**src/design/npic_defs.svh**
```systemverilog
`ifndef NPIC_DEFS_SVH
`define NPIC_DEFS_SVH

// ********************************
// Register offsets
// ********************************
`define NPIC_OFS_SET_EN 8'h00
`define NPIC_OFS_CLR_EN 8'h04
`define NPIC_OFS_CLR_PEND 8'h08
`define NPIC_OFS_PRIO_BASE 8'h10
`define NPIC_OFS_PRIO_LAST 8'h2c
`define NPIC_OFS_VTOR 8'h30
`define NPIC_OFS_STAT 8'h34
`define NPIC_OFS_STAT_CLR 8'h38
`define NPIC_OFS_INT_EN 8'h3c
`define NPIC_OFS_STATE 8'h40

// ********************************
// Fields and reset values
// ********************************
`define NPIC_PRIO_LSB 6
`define NPIC_PRIO_RSVD 32'h3f3f_3f3f
`define NPIC_VTOR_RST 32'h0000_0000
`define NPIC_VTOR_MASK 32'hffff_ff00
`define NPIC_EV_ENTER 0
`define NPIC_EV_RETURN 1
`define NPIC_EV_CHAIN 2
`define NPIC_STATE_BUSY 8

// ********************************
// Sources and vectors
// ********************************
`define NPIC_NUM_PERIPH 32
`define NPIC_NUM_SYS 5
`define NPIC_PERIPH_VEC0 6'h10
`define NPIC_VEC_NMI 6'h02
`define NPIC_VEC_HARD 6'h03
`define NPIC_VEC_SVC 6'h0b
`define NPIC_VEC_PENDSRV 6'h0e
`define NPIC_VEC_TICK 6'h0f

// ********************************
// Latencies in core clock cycles
// ********************************
`define NPIC_RET_CYC 4'hf
`define NPIC_CHAIN_CYC 4'hb

`endif

```
**src/design/npic_pkg.sv**
```systemverilog
package npic_pkg;

  // ********************************
  // Types
  // ********************************
  typedef logic [1:0] npic_prio_t;

  typedef enum logic [1:0] {
    st_idle,
    st_active,
    st_return,
    st_chain
  } npic_state_t;

endpackage : npic_pkg

```
**src/design/npic_arb_if.sv**
```systemverilog
`timescale 1ns/1ns

interface npic_arb_if;
  logic [31:0] req;
  npic_pkg::npic_prio_t [31:0] prio;
  logic [4:0] sys_req;
  logic win_valid;
  logic win_sys;
  logic [4:0] win_idx;
  logic [5:0] win_vec;
  npic_pkg::npic_prio_t win_prio;

  modport ctrl (
    output req, prio, sys_req,
    input win_valid, win_sys, win_idx, win_vec, win_prio
  );

  modport arb (
    input req, prio, sys_req,
    output win_valid, win_sys, win_idx, win_vec, win_prio
  );
endinterface : npic_arb_if

```
**src/design/npic_arb.sv**
```systemverilog
`timescale 1ns/1ns
`include "npic_defs.svh"

module npic_arb (
  // Arbitration port
  npic_arb_if.arb bus
);

  // ********************************
  // Most urgent request
  // ********************************
  logic [2:0] best;
  logic [4:0] pidx;
  logic [2:0] sidx;

  always_comb begin
    best = 3'h4;
    pidx = 5'h00;
    sidx = 3'h0;
    for (int i = 0; i < `NPIC_NUM_PERIPH; i++) begin
      if (bus.req[i] && ({1'b0, bus.prio[i]} < best)) begin
        best = {1'b0, bus.prio[i]};
        pidx = 5'(i);
      end
    end
    for (int s = `NPIC_NUM_SYS - 1; s >= 0; s--) begin
      if (bus.sys_req[s]) begin
        sidx = 3'(s);
      end
    end
  end

  always_comb begin
    bus.win_sys = |bus.sys_req;
    bus.win_valid = bus.win_sys || (best != 3'h4);
    bus.win_idx = bus.win_sys ? {2'h0, sidx} : pidx;
    bus.win_prio = bus.win_sys ? 2'h0 : best[1:0];
    if (bus.win_sys) begin
      case (sidx)
        3'h0: bus.win_vec = `NPIC_VEC_NMI;
        3'h1: bus.win_vec = `NPIC_VEC_HARD;
        3'h2: bus.win_vec = `NPIC_VEC_SVC;
        3'h3: bus.win_vec = `NPIC_VEC_PENDSRV;
        default: bus.win_vec = `NPIC_VEC_TICK;
      endcase
    end else begin
      bus.win_vec = {1'b0, pidx} + `NPIC_PERIPH_VEC0;
    end
  end

endmodule : npic_arb

```
**src/design/npic_ctrl.sv**
```systemverilog
`timescale 1ns/1ns
`include "npic_defs.svh"

module npic_ctrl (
  // Clock and reset
  input wire logic clk_sys,
  input wire logic rst_n,
  // Register port
  input wire logic [7:0] reg_addr,
  input wire logic [31:0] reg_wdata,
  input wire logic reg_wr,
  input wire logic reg_rd,
  output logic [31:0] reg_rdata,
  // Requests
  input wire logic [31:0] periph_irq,
  input wire logic [4:0] sys_exc_req,
  // Core handshake
  input wire logic hndl_done,
  output logic hndl_enter,
  output logic hndl_return,
  output logic [5:0] vec_num,
  output logic [31:0] vec_addr,
  // Interrupt
  output logic irq_out
);

  // ********************************
  // Arbiter
  // ********************************
  npic_arb_if arb_if ();

  npic_arb u_arb (
    .bus(arb_if)
  );

  // ********************************
  // Decode
  // ********************************
  logic wr_set_en;
  logic wr_clr_en;
  logic wr_clr_pend;
  logic wr_prio;
  logic rd_prio;
  logic [7:0] prio_off;
  logic [2:0] prio_word;

  assign wr_set_en = reg_wr && (reg_addr == `NPIC_OFS_SET_EN);
  assign wr_clr_en = reg_wr && (reg_addr == `NPIC_OFS_CLR_EN);
  assign wr_clr_pend = reg_wr && (reg_addr == `NPIC_OFS_CLR_PEND);
  assign rd_prio = (reg_addr >= `NPIC_OFS_PRIO_BASE) &&
                   (reg_addr <= `NPIC_OFS_PRIO_LAST) &&
                   (reg_addr[1:0] == 2'h0);
  assign wr_prio = reg_wr && rd_prio;
  assign prio_off = reg_addr - `NPIC_OFS_PRIO_BASE;
  assign prio_word = prio_off[4:2];

  // ********************************
  // Configuration registers
  // ********************************
  logic [31:0] en_ff;
  logic [31:0] nxt_en;
  npic_pkg::npic_prio_t [31:0] prio_ff;
  npic_pkg::npic_prio_t [31:0] nxt_prio;
  logic [31:0] vtor_ff;
  logic [31:0] nxt_vtor;
  logic [2:0] int_en_ff;
  logic [2:0] nxt_int_en;

  always_comb begin
    nxt_en = en_ff;
    nxt_prio = prio_ff;
    nxt_vtor = vtor_ff;
    nxt_int_en = int_en_ff;
    if (wr_set_en) begin
      nxt_en = en_ff | reg_wdata;
    end
    if (wr_clr_en) begin
      nxt_en = en_ff & ~reg_wdata;
    end
    if (wr_prio) begin
      for (int b = 0; b < 4; b++) begin
        nxt_prio[int'(prio_word) * 4 + b] =
          reg_wdata[8 * b + `NPIC_PRIO_LSB +: 2];
      end
    end
    if (reg_wr && (reg_addr == `NPIC_OFS_VTOR)) begin
      nxt_vtor = reg_wdata & `NPIC_VTOR_MASK;
    end
    if (reg_wr && (reg_addr == `NPIC_OFS_INT_EN)) begin
      nxt_int_en = reg_wdata[2:0];
    end
  end

  always_ff @(posedge clk_sys) begin
    if (!rst_n) begin
      en_ff <= 32'h0000_0000;
      prio_ff <= '0;
      vtor_ff <= `NPIC_VTOR_RST;
      int_en_ff <= 3'h0;
    end else begin
      en_ff <= nxt_en;
      prio_ff <= nxt_prio;
      vtor_ff <= nxt_vtor;
      int_en_ff <= nxt_int_en;
    end
  end

  // ********************************
  // Pending flags
  // ********************************
  logic [31:0] pend_ff;
  logic [31:0] nxt_pend;
  logic [4:0] spend_ff;
  logic [4:0] nxt_spend;
  logic [31:0] clr_entry;
  logic [4:0] sclr_entry;

  always_comb begin
    nxt_pend = pend_ff & ~clr_entry;
    if (wr_clr_pend) begin
      nxt_pend = nxt_pend & ~reg_wdata;
    end
    nxt_pend = nxt_pend | periph_irq;
    nxt_spend = (spend_ff & ~sclr_entry) | sys_exc_req;
  end
  always_ff @(posedge clk_sys) begin
    if (!rst_n) begin
      pend_ff <= 32'h0000_0000;
      spend_ff <= 5'h00;
    end else begin
      pend_ff <= nxt_pend;
      spend_ff <= nxt_spend;
    end
  end
  assign arb_if.req = pend_ff & en_ff;
  assign arb_if.prio = prio_ff;
  assign arb_if.sys_req = spend_ff;
  // ********************************
  // Entry and exit sequencer
  // ********************************
  npic_pkg::npic_state_t state_ff;
  npic_pkg::npic_state_t nxt_state;
  logic [3:0] cnt_ff;
  logic [3:0] nxt_cnt;
  logic enter_ff;
  logic nxt_enter;
  logic return_ff;
  logic nxt_return;
  logic [5:0] vec_ff;
  logic [5:0] nxt_vec;
  logic [31:0] addr_ff;
  logic [31:0] nxt_addr;
  logic take;
  logic chain_ev;
  always_comb begin
    nxt_state = state_ff;
    nxt_cnt = cnt_ff;
    nxt_return = 1'b0;
    take = 1'b0;
    chain_ev = 1'b0;
    case (state_ff)
      npic_pkg::st_idle: begin
        if (arb_if.win_valid) begin
          take = 1'b1;
          nxt_state = npic_pkg::st_active;
        end
      end
      npic_pkg::st_active: begin
        if (hndl_done) begin
          nxt_cnt = 4'h1;
          if (arb_if.win_valid) begin
            chain_ev = 1'b1;
            nxt_state = npic_pkg::st_chain;
          end else begin
            nxt_state = npic_pkg::st_return;
          end
        end
      end
      npic_pkg::st_return: begin
        if (cnt_ff == `NPIC_RET_CYC - 4'h1) begin
          nxt_return = 1'b1;
          nxt_state = npic_pkg::st_idle;
        end else begin
          nxt_cnt = cnt_ff + 4'h1;
        end
      end
      npic_pkg::st_chain: begin
        if (cnt_ff == `NPIC_CHAIN_CYC - 4'h1) begin
          if (arb_if.win_valid) begin
            take = 1'b1;
            nxt_state = npic_pkg::st_active;
          end else begin
            nxt_return = 1'b1;
            nxt_state = npic_pkg::st_idle;
          end
        end else begin
          nxt_cnt = cnt_ff + 4'h1;
        end
      end
      default: begin
        nxt_state = npic_pkg::st_idle;
      end
    endcase
  end
  always_comb begin
    nxt_enter = take;
    nxt_vec = vec_ff;
    nxt_addr = addr_ff;
    clr_entry = 32'h0000_0000;
    sclr_entry = 5'h00;
    if (take) begin
      nxt_vec = arb_if.win_vec;
      nxt_addr = vtor_ff + {24'h00_0000, arb_if.win_vec, 2'h0};
      if (arb_if.win_sys) begin
        sclr_entry[arb_if.win_idx[2:0]] = 1'b1;
      end else begin
        clr_entry[arb_if.win_idx] = 1'b1;
      end
    end
  end
  always_ff @(posedge clk_sys) begin
    if (!rst_n) begin
      state_ff <= npic_pkg::st_idle;
      cnt_ff <= 4'h0;
      enter_ff <= 1'b0;
      return_ff <= 1'b0;
      vec_ff <= 6'h00;
      addr_ff <= 32'h0000_0000;
    end else begin
      state_ff <= nxt_state;
      cnt_ff <= nxt_cnt;
      enter_ff <= nxt_enter;
      return_ff <= nxt_return;
      vec_ff <= nxt_vec;
      addr_ff <= nxt_addr;
    end
  end
  assign hndl_enter = enter_ff;
  assign hndl_return = return_ff;
  assign vec_num = vec_ff;
  assign vec_addr = addr_ff;
  // ********************************
  // Event status and interrupt
  // ********************************
  logic [2:0] stat_ff;
  logic [2:0] nxt_stat;
  logic [2:0] events;
  always_comb begin
    events = 3'h0;
    events[`NPIC_EV_ENTER] = nxt_enter;
    events[`NPIC_EV_RETURN] = nxt_return;
    events[`NPIC_EV_CHAIN] = chain_ev;
    nxt_stat = stat_ff;
    if (reg_wr && (reg_addr == `NPIC_OFS_STAT_CLR)) begin
      nxt_stat = stat_ff & ~reg_wdata[2:0];
    end
    nxt_stat = nxt_stat | events;
  end
  always_ff @(posedge clk_sys) begin
    if (!rst_n) begin
      stat_ff <= 3'h0;
    end else begin
      stat_ff <= nxt_stat;
    end
  end
  assign irq_out = |(stat_ff & int_en_ff);
  // ********************************
  // Read data
  // ********************************
  logic [31:0] rdata_ff;
  logic [31:0] nxt_rdata;
  logic [31:0] rd_val;
  always_comb begin
    rd_val = 32'h0000_0000;
    if (rd_prio) begin
      for (int b = 0; b < 4; b++) begin
        rd_val[8 * b + `NPIC_PRIO_LSB +: 2] =
          prio_ff[int'(prio_word) * 4 + b];
      end
    end else begin
      case (reg_addr)
        `NPIC_OFS_SET_EN: rd_val = en_ff;
        `NPIC_OFS_CLR_EN: rd_val = en_ff;
        `NPIC_OFS_CLR_PEND: rd_val = pend_ff;
        `NPIC_OFS_VTOR: rd_val = vtor_ff;
        `NPIC_OFS_STAT: rd_val = {29'h0000_0000, stat_ff};
        `NPIC_OFS_INT_EN: rd_val = {29'h0000_0000, int_en_ff};
        `NPIC_OFS_STATE: begin
          rd_val[5:0] = vec_ff;
          rd_val[`NPIC_STATE_BUSY] = (state_ff != npic_pkg::st_idle);
        end
        default: rd_val = 32'h0000_0000;
      endcase
    end
    nxt_rdata = reg_rd ? rd_val : 32'h0000_0000;
  end
  always_ff @(posedge clk_sys) begin
    if (!rst_n) begin
      rdata_ff <= 32'h0000_0000;
    end else begin
      rdata_ff <= nxt_rdata;
    end
  end
  assign reg_rdata = rdata_ff;
  // ********************************
  // Checks
  // ********************************
  logic more_urgent;
  always_comb begin
    more_urgent = 1'b0;
    for (int i = 0; i < `NPIC_NUM_PERIPH; i++) begin
      if (arb_if.req[i] && (arb_if.prio[i] < arb_if.win_prio)) begin
        more_urgent = 1'b1;
      end
    end
  end
endmodule : npic_ctrl

```
**config.mk**
```make
export PLATFORM = sky130hd
export DESIGN_NAME = npic_ctrl
export DESIGN_NICKNAME = d
export VERILOG_FILES = /design/src/design/npic_pkg.sv /design/src/design/npic_arb_if.sv /design/src/design/npic_arb.sv /design/src/design/npic_ctrl.sv
export VERILOG_INCLUDE_DIRS = /design/src /design/src/design
export SDC_FILE = /design/constraint.sdc
export NUM_CORES = 1
export LEC_CHECK = 0
export BUFFER_PORTS_ARGS = -buffer_cell sky130_fd_sc_hd__buf_2
export CORE_ASPECT_RATIO = 0.9
export CORE_MARGIN = 4
export CORE_UTILIZATION = 54
export CTS_CLUSTER_SIZE = 20
export DETAILED_ROUTE_END_ITERATION = 6
export PLACE_DENSITY = 0.78
export SLEW_MARGIN = 15
export SYNTH_ARGS = -nofsm -noshare
export SYNTH_HDL_FRONTEND = slang
export SYNTH_SLANG_ARGS = --single-unit
```
**constraint.sdc**
```tcl
create_clock -name clk_sys -period 34.1 [get_ports clk_sys]
set_input_delay 0 -clock clk_sys [delete_from_list [all_inputs] [get_ports clk_sys]]
set_output_delay 0 -clock clk_sys [all_outputs]
set_load 0.05 [all_outputs]
```
## After elaboration in Yosys (flattened, before gate mapping)

Cells that the tools add are included.
Widths: inputs -> output; s select.

- Word-level logic and storage cells: 332
- Register bits after elaboration: 241
- Output and inout bits: 73
- Bits of input ports: 82

- Add/subtract/negate cells: 7
- Eq/ne operators: 22
- Multiplexer cells: 134
- Bitwise logic cells: 17
- $lt $le $gt $ge: 45
- Reduce and logical (&&, ||, !) cells: 61

Operator list:

| cell | number |
|---|---|
| $bwmux 64 | 4 |
| $mux 32 | 5 |
| $and 32x32->32 | 4 |
| $mux 3 | 42 |
| $ge 32x1->1 const B | 3 |
| $mux 5 | 19 |
| $lt 2x3->1 | 31 |
| $pmux 23 s3 | 1 |
| $not 32->32 | 2 |
| $or 32x32->32 | 2 |
| $logic_and 1x1->1 | 46 |
| $mux 4 | 11 |
| $mux 2 | 21 |
| $add 32x8->32 | 1 |
| $eq 8x6->1 const B | 4 |
| $bmux 2 s5 | 3 |
| $demux 2 s5 | 3 |
| $pmux 6 s5 | 1 |
| $lt 6x6->1 const B | 3 |
| $pmux 4 s4 | 1 |
| $add 5x2->6 const B | 2 |
| $lt 5x6->1 const B | 2 |
| $mux 1 | 12 |
| $ne 2x2->1 const B | 6 |
| 46 further kinds | 57 |

## Longest topological paths before layout

Gate-level depths: netlist (run 1).

- Word-level depth: 107
- Gate-level depth with buffers: 208
- Gate-level depth less buffers: 207

## By module

A second synthesis (run 1) with hierarchy kept.

- Cells, all modules: 1765
- Area total of the unflattened synthesis: 14184.9 um^2

By module, submodules not included:

| module | area each (um^2) | sequential area each (um^2) | instances | cells each |
|---|---|---|---|---|
| npic_ctrl | 10008.3 | 4664.5 | 1 | 1133 |
| npic_arb | 4176.5 | 0.0 | 1 | 632 |

## Worst setup path before layout (run 1)

No wires, ideal clock.

- Path type: reg2reg
- Start point: register pend_ff[0]
- End point: register pend_ff[10]
- Setup time: 0.138 ns
- Path buffers: 1
- Arrival: 37.008 ns
- Cell stages (with the launch flop): 202
- Path slack: -3.046 ns
- Period minus slack after synthesis: 37.146 ns
- Data required time: 33.962 ns
- Path through: dfxtp_1 -> nand3_1 -> ha_1 -> a211oi_1 -> a31o_2 -> a21oi_1 -> ha_1 -> or2_2 -> a21o_1 -> o41a_1 -> mux2i_1 -> inv_1 -> ha_1 -> nor2_1 -> o21bai_1 -> a21boi_0 -> a21oi_1 -> ha_1 -> (+166 left out) -> nor2_1 -> a31oi_1 -> o22ai_1 -> o21bai_1 -> inv_1 -> mux2_2 -> o21ai_0 -> ha_1 -> nor2_1 -> inv_1 -> a21oi_1 -> a21o_1 -> nor2_1 -> o21ai_2 -> or4_1 -> nor4_1 -> nor2b_1 -> a311oi_1

- Cells in the longest elaborated chain, start to end: 107
- Elaborated cells on any way between the ends: 144
- Those cells by class: order compare (33); eq/ne (1); mux (72); bitwise (5); reduce/logical (33)

RTL lines:

| element | RTL line | RTL |
|---|---|---|
| from (decl) | npic_ctrl.sv:111 | `logic [31:0] pend_ff;` |
| from (signal assigned) | npic_ctrl.sv:131 | `pend_ff <= nxt_pend;` |
| $and 32x32->32 (*) | npic_ctrl.sv:135 | `assign arb_if.req = pend_ff & en_ff;` |
| $mux 3 (*) | npic_arb.sv:21 | `if (bus.req[i] && ({1'b0, bus.prio[i]} < best)) begin` |
| $lt 2x3->1 | npic_arb.sv:21 |  |
| $logic_and 1x1->1 | npic_arb.sv:21 |  |
| $mux 3 | npic_arb.sv:21 |  |
| $lt 2x3->1 | npic_arb.sv:21 |  |
| $logic_and 1x1->1 | npic_arb.sv:21 |  |
| $mux 3 | npic_arb.sv:21 |  |
| (+91 left out) | n/a |  |
| $demux 1 s5 | npic_ctrl.sv:217 | `clr_entry[arb_if.win_idx] = 1'b1;` |
| $mux 32 | npic_ctrl.sv:214 | `if (arb_if.win_sys) begin` |
| $mux 32 (*) | npic_ctrl.sv:211 | `if (take) begin` |
| $not 32->32 (*) | npic_ctrl.sv:119 | `nxt_pend = pend_ff & ~clr_entry;` |
| $and 32x32->32 (*) | npic_ctrl.sv:119 |  |
| $and 32x32->32 | npic_ctrl.sv:121 | `nxt_pend = nxt_pend & ~reg_wdata;` |
| $mux 32 (*) | npic_ctrl.sv:120 | `if (wr_clr_pend) begin` |
| $or 32x32->32 (*) | npic_ctrl.sv:123 | `nxt_pend = nxt_pend \| periph_irq;` |

Mark *: on every way between the ends. The rest lies on a longest branch, timed or not.
A chain may end at the register's enable or synchronous reset.

## Worst setup path after layout (run 1)

- Start point: register pend_ff[0]
- End point: register pend_ff[15]

Same word-level chain as after synthesis.

==> summary.txt, run 1 <==
PnR worst setup slack: -1050 ps
Root Driver: clkbuf_16
# IOs: 155
Initial antenna violation count: 2
Max Cap Viol: 0
Req. time, crit path: 34,480 ps
Leakage power: 0.00795 uW
TritonCTS clock tree: yes
Syn. warnings: 0
Die area: 0.0276 sq mm
Syn Area/Cell: 8.09 sq um
Core ar.: 0.0245 sq mm
RSZ-0062 raised after global routing: true
Clock buffer depth: 3
Final setup viols: 38
Critical-path top delay cell: or4_4
DR vias/cell: 6.55
Cells after Synth: 1,671
Fill cells: 1,496
Max Freq: 0.0285 GHz
Fin. Hold Viols: 0
Most used cell, CP: ha_4
Post-synth EDFFs: 0
Chip Width: 175 um
R2R cell count: 205
P&R area growth vs syn: 48.1%
Outcome: finished, violations left
HPWL after DPL: 38.4 mm
Arrival time worst endpoint: 35,530 ps
# diodes: 0
Pin count of the biggest net entering global routing: 99
Crit path buffers/inverters: 23
RR Endpoint: pend_ff[15]$_SDFF_PN0_
DRC Markers: 1
Initial Utilization: 55.3%
Most numerous cell in the Yosys netlist: nand2_1
Cell row count: 54
Switching portion of total power: 29.4%
Commonest register cell after synthesis: dfxtp_1
Net Switching: 201 uW
CP startpoint kind: flop
Seq pwr share: 42.3%
Logic pwr share: 14.9%
Worst reg2reg setup slack: -1050 ps
Critical path depth in cells: 205
Num CTS Buffers: 26
GRT Total Usage: 39.0%
Peak supply drop: 36.8 uV
Crit path largest cell delay: 530 ps
Crit Path Class: reg2reg
Crit path from: pend_ff[0]$_SDFF_PN0_
Crit path time final: 35,150 ps
First-pass GRT wire length: 86.6 mm
Worst slew pin tran: 1180 ps
RD Place Congestion: 0.989
Hold Path Class: in2reg
Slew headroom: 20.7%
Cell internal pwr: 482 uW
Max FO, Critical Path: 4
Area contributors post-synth: dfxtp_1 (35%), a21oi_1 (7.2%), nand2_1 (7.0%), mux2i_1 (5.3%), nor2_1 (4.6%)
Power Dens Cells: 34.1 mW/mm^2
Reg2reg start: pend_ff[0]$_SDFF_PN0_
Routed vias: 16,500
Cell variety after synth: 93
Element type at the critical path end: flop
Initial drt markers: 2,037
Final WL: 59.1 mm
Place WS: -998 ps
Commonest cells in the netlist: nand2_1 (253), dfxtp_1 (233), a21oi_1 (195)
DRT antenna net count: 0
Cell area after layout: 0.0200 sq mm
Final setup skew: 22.0 ps
H-tree depth: 1
Fraction of registers with async set/reset: 0%
Layout cells sized above 1: 36.4%
Final Core Density: 81.9%
Final worst-path cycle share: 103%
Cell taking the most area after synthesis: dfxtp_1
PortBufs: 152
Cell area after synthesis: 0.0135 sq mm
Critical path's top delay family: compound AO/OA/AOI/OAI gates
Final Max Tran Viols: 0
CP endpoint: pend_ff[15]$_SDFF_PN0_
Post-synth top area share: 34.5%
Die H: 158 um
DRT Pass-1 Iters: 7
CTS clk-pin slew, worst paths: 60 ps
Violated checks: DRC, setup timing
Routed len/inst: 23.4 um
Placed inst area: 0.0163 sq mm
Flops & latches, synth: 233
Grt total ovfl: 0
Worst-Skew Late Latency: 550 ps
Sequential fraction of the synthesis area: 34.5%
Clock Sinks: 233
Vias in the first global route: 15,400
Clock power share: 42.7%
Nets@finish: 2,283
-- what timing repair did --
| item | in CTS | in global routing |
|---|---|---|
| cloned | 0 | 0 |
| setup endpoints to repair | 38 | 38 |
| hold buffers | 75 | 0 |
| pin swaps | 76 | 102 |
| endpoints found under the hold margin | 159 | 0 |
| gates resized for setup | 58 | 138 |
| buffers inserted | 85 | 56 |
-- layout make-up --
cell class / instances / area, sq um / share of cell area (%)
Clock inverter: 8 / 104 / 0.519
Clock buffer: 39 / 771 / 3.85
Timing Repair Buffer: 557 / 4080 / 20.4
Multi-Input combinational cell: 1297 / 9780 / 48.8
Inverter: 49 / 191 / 0.956
Tap cell: 336 / 420 / 2.10
Sequential cell: 233 / 4680 / 23.3
-- cells by family (layout without fill, tap and decap cells) --
group                    count (synthesis)  after routing  synth area share [%]
AND/OR/NAND/NOR                        624            624                  21.4
flip-flops                             233            233                  34.5
AO/OA/AOI/OAI                          533            533                  27.4
buffers and inverters                  142            653                  4.22
XOR/XNOR                                 3              3                 0.194
adder cells (fa/ha/maj)                 37             37                  3.42
multiplexers                            98             98                  8.83
other                                    1              2                0.0277
-- power by group through the flow --
stage          sequential [uW]  combinational [uW]  clock (uW)
2_1_floorplan              299                50.5           0
3_3_place_gp               294                85.0           0
3_5_place_dp               294                86.5           0
4_1_cts                    288                94.4         291
5_1_grt                    290                 108         304
6_report                   289                 102         292
-- tightest hold or removal path: cells and delay by family --
family / cells / cell delay (ps)
and+or+nand+nor: 2 / 490
buffers and inverters: 1 / 70
-- layout by cell type (no fill, tap or decap), types with 27 or more instances in the layout --
| cell type | n |
|---|---|
| dfxtp_1 | 230 |
| buf_4 | 310 |
| buf_2 | 152 |
| a311oi_1 | 52 |
| clkbuf_16 | 27 |
| dlygate4sd3_1 | 74 |
| nor2_1 | 146 |
| mux2i_1 | 67 |
| inv_1 | 41 |
| a21oi_1 | 176 |
| nand2_1 | 247 |
-- through the flow --
step / total power, uW / hold WS, ps / instances / setup TNS, ps
finish: 683 / 72.4 / 2519 / -33820
global route: 701 / 67.5 / 2519 / -98680
CTS: 674 / 19.7 / 2467 / -2.75
detailed placement: 381 / 212 / 2260 / -29050
floorplan: 349 / 99.1 / 1672 / 0
global placement: 379 / 203 / 2260 / -2560
-- worst min path at each step --
stage	startpoint	end	slack, ps	cells past startpoint
after floorplan	reg_wdata[0]	flop	100	1
after global placement	sys_exc_req[0]	arb_if.sys_req[0]$_SDFF_PN0_	200	3
after detailed placement	sys_exc_req[0]	arb_if.sys_req[0]$_SDFF_PN0_	210	3
after CTS	reg_rd	reg_rdata[6]$_SDFF_PN0_	20	3
after global routing	reg_rd	reg_rdata[6]$_SDFF_PN0_	70	3
final	reg_rd	reg_rdata[6]$_SDFF_PN0_	70	3
-- routing by layer --
metal / track usage (%) / vias to the layer above / routed length (um)
li1: - / 7178 / -
met1: 49.7 / 7744 / 22200
met2: 67.0 / 1255 / 27100
met3: 5.75 / 310 / 5960
met4: 16.3 / 4 / 3830
met5: 0 / - / 21
Note: power is estimated with default switching activity, not from simulation.
==> inputs of run 2 (changes only) <==
==> constraint.sdc (replaced) <==
create_clock -name clk_sys -period 34.1 [get_ports clk_sys]
set_input_delay 5.115 -clock clk_sys [delete_from_list [all_inputs] [get_ports clk_sys]]
set_output_delay 5.115 -clock clk_sys [all_outputs]
set_load 0.05 [all_outputs]
==> run 2 against run 1 <==
The run ends with setup timing left. Sequential power is essentially flat. Clock skew down 1.6 ps. Largest power group unchanged. Critical path depth shrank 1. Maximum frequency grew 0.26%. Die area stayed put. Clock power about the same. Power shrank 1.5%. Sequential share of layout area is 0.98 points higher. Design area shrank 4.1%. Via count shrank 4.2%. Highest routed layer unchanged.
==> summary.txt, run 2 (same netlist as run 1, synthesis figures left out) <==
Outcome: finished, violations left (unchanged)
Violated checks: setup timing (was DRC, setup timing)
Chip Width: 175 um (unchanged)
Logic pwr share: 13.9% (was 14.9%)
Final setup skew: 20.4 ps (was 22.0 ps)
HPWL after DPL: 38.4 mm (unchanged)
Final WL: 56.0 mm (was 59.1 mm)
Worst-Skew Late Latency: 550 ps (about the same)
HP Start: vec_addr[24]$_SDFFE_PN0P_ (was reg_rd)
Slew headroom: 21.4% (was 20.7%)
Fin. Hold Viols: 0 (unchanged)
GRT Total Usage: 37.2% (was 39.0%)
Power Dens Cells: 35.0 mW/mm^2 (was 34.1 mW/mm^2)
Crit path buffers/inverters: 22 (was 23)
Most frequent cells in the layout: buf_4 (312), nand2_1 (247), dfxtp_1 (230) (was buf_4 (310), nand2_1 (247), dfxtp_1 (230))
Most common cell after layout, fill and taps aside: buf_4 (unchanged)
Core ar.: 0.0245 sq mm (unchanged)
Initial Utilization: 55.3% (unchanged)
Arrival time worst endpoint: 35,460 ps (was 35,530 ps)
RD Place Congestion: 0.989 (unchanged)
CTS clk-pin slew, worst paths: 60 ps (about the same)
Worst slew pin tran: 1170 ps (was 1180 ps)
Crit Path Class: reg2reg (unchanged)
Setup TNS: -30,340 ps (was -33,820 ps)
Req. time, crit path: 34,500 ps (was 34,480 ps)
Initial drt markers: 1,922 (was 2,037)
Crit path time final: 35,060 ps (was 35,150 ps)
Fin cells: 2,444 (was 2,519)
Leakage power: 0.00762 uW (was 0.00795 uW)
Routed len/inst: 22.9 um (was 23.4 um)
Cts hold-fix bufs: 0 (was 75)
Initial antenna violation count: 2 (unchanged)
RSZ-0062 raised after global routing: true (unchanged)
Critical-path top delay cell: or4_4 (unchanged)
DRT antenna net count: 0 (unchanged)
TritonCTS clock tree: yes (unchanged)
First-pass GRT wire length: 82.6 mm (was 86.6 mm)
Nets@finish: 2,207 (was 2,283)
Worst hold slack: 449 ps (was 72.4 ps)
Max Cap Viol: 0 (unchanged)
Num CTS Buffers: 26 (unchanged)
Final Max Tran Viols: 0 (unchanged)
Pin count of the biggest net entering global routing: 99 (unchanged)
RR Endpoint: pend_ff[22]$_SDFF_PN0_ (was pend_ff[15]$_SDFF_PN0_)
PortBufs: 152 (unchanged)
Cell row count: 54 (unchanged)
Routed vias: 15,800 (was 16,500)
Hold Path Class: reg2reg (was in2reg)
Reg2reg start: arb_if.prio[1]$_SDFFE_PN0P_ (was pend_ff[0]$_SDFF_PN0_)
Switching portion of total power: 29.1% (was 29.4%)
Fill cells: 1,645 (was 1,496)
Worst Hold Depth: 2 (was 3)
R2R cell count: 204 (was 205)
Net Switching: 196 uW (was 201 uW)
Hold endpoint: vec_addr[24]$_SDFFE_PN0P_ (was reg_rdata[6]$_SDFF_PN0_)
Critical path depth in cells: 204 (was 205)
Vias in the first global route: 14,800 (was 15,400)
Most used cell, CP: ha_4 (unchanged)
CP startpoint kind: flop (unchanged)
Clock buffer depth: 3 (unchanged)
Cell internal pwr: 477 uW (was 482 uW)
Root Driver: clkbuf_16 (unchanged)
Worst reg2reg setup slack: -960 ps (was -1050 ps)
Final setup viols: 38 (unchanged)
Peak supply drop: 37.3 uV (was 36.8 uV)
DRC Markers: 0 (was 1)
DR vias/cell: 6.47 (was 6.55)
Clock power share: 43.2% (was 42.7%)
Layout cells sized above 1: 37.6% (was 36.4%)
# IOs: 155 (unchanged)
P&R area growth vs syn: 42.1% (was 48.1%)
DRT Pass-1 Iters: 6 (was 7)
Critical path's top delay family: compound AO/OA/AOI/OAI gates (unchanged)
Max Freq: 0.0285 GHz (about the same)
Placed cells: 2,260 (unchanged)
Element type at the critical path end: flop (unchanged)
Final worst-path cycle share: 103% (about the same)
Seq pwr share: 42.9% (was 42.3%)
Max FO, Critical Path: 4 (unchanged)
Crit path largest cell delay: 650 ps (was 530 ps)
Die H: 158 um (unchanged)
PnR worst setup slack: -959 ps (was -1050 ps)
Grt total ovfl: 0 (unchanged)
Clock Sinks: 233 (unchanged)
H-tree depth: 1 (unchanged)
Die area: 0.0276 sq mm (unchanged)
## run 2: cell count changes in the layout (fill, tap and decap cells not counted), sizes merged
cell,delta
buf,-2
diode,+1
dlygate4sd3,-74
## run 2: tightest hold or removal path, cell delays in order (launching register included)
cell and delay, ps:
dfxtp_1 300, nand2_1 50, a21oi_1 50
## run 2: what timing repair did
action	in CTS	in global routing
endpoints found under the setup margin	38	38
pin swaps	76	102
gates resized for setup	58	125
setup buffers	85	55
gates cloned	0	0
## run 2: metal layers
layer	track usage, %	up-vias	part of all wire (%)
met4	15.3	4	5.6
li1	-	7027	-
met3	5.59	243	10
met5	0	-	0.034
met1	48.6	7502	38
met2	62.3	1028	46
## run 2: how the worst max path moves through the flow
| stage | from | slack (ps) | end |
|---|---|---|---|
| after floorplan | pend_ff[0]$_SDFF_PN0_ | 5 | pend_ff[10]$_SDFF_PN0_ |
| after global placement | arb_if.prio[1]$_SDFFE_PN0P_ | -190 | pend_ff[0]$_SDFF_PN0_ |
| after detailed placement | pend_ff[0]$_SDFF_PN0_ | -1000 | pend_ff[8]$_SDFF_PN0_ |
| after CTS | arb_if.prio[1]$_SDFFE_PN0P_ | -3 | pend_ff[8]$_SDFF_PN0_ |
| after global routing | arb_if.prio[1]$_SDFFE_PN0P_ | -2540 | pend_ff[22]$_SDFF_PN0_ |
| final | arb_if.prio[1]$_SDFFE_PN0P_ | -960 | pend_ff[22]$_SDFF_PN0_ |
## run 2: power by group through the flow
stage | clock network, uW | logic (uW) | registers, uW
finish | 290 | 93.4 | 289
global route | 303 | 99.4 | 289
CTS | 291 | 87.9 | 288
detailed placement | 0 | 86.5 | 294
global placement | 0 | 85.0 | 294
floorplan | 0 | 50.5 | 299
## run 2: cell type report
cell class                 count  area [sq um]  area share, %
clock buffer                  39           771           4.01
tap                          336           420           2.19
sequential                   233          4670           24.3
antenna                        1          2.50         0.0130
inverter                      49           191          0.996
timing repair buffer         481          3320           17.3
multi-input combinational   1297          9730           50.6
clock inverter                 8           104          0.540
## run 2: metrics by stage
stage	area, sq um	worst slack (ps)	util (%)	total power (uW)
finish	19200	-959	78.6	673
detailed placement	16300	-998	66.8	381
floorplan	14100	5.14	-	349
CTS	18200	-2.75	74.3	667
global route	19200	-2540	78.6	692
global placement	16300	-187	66.8	379
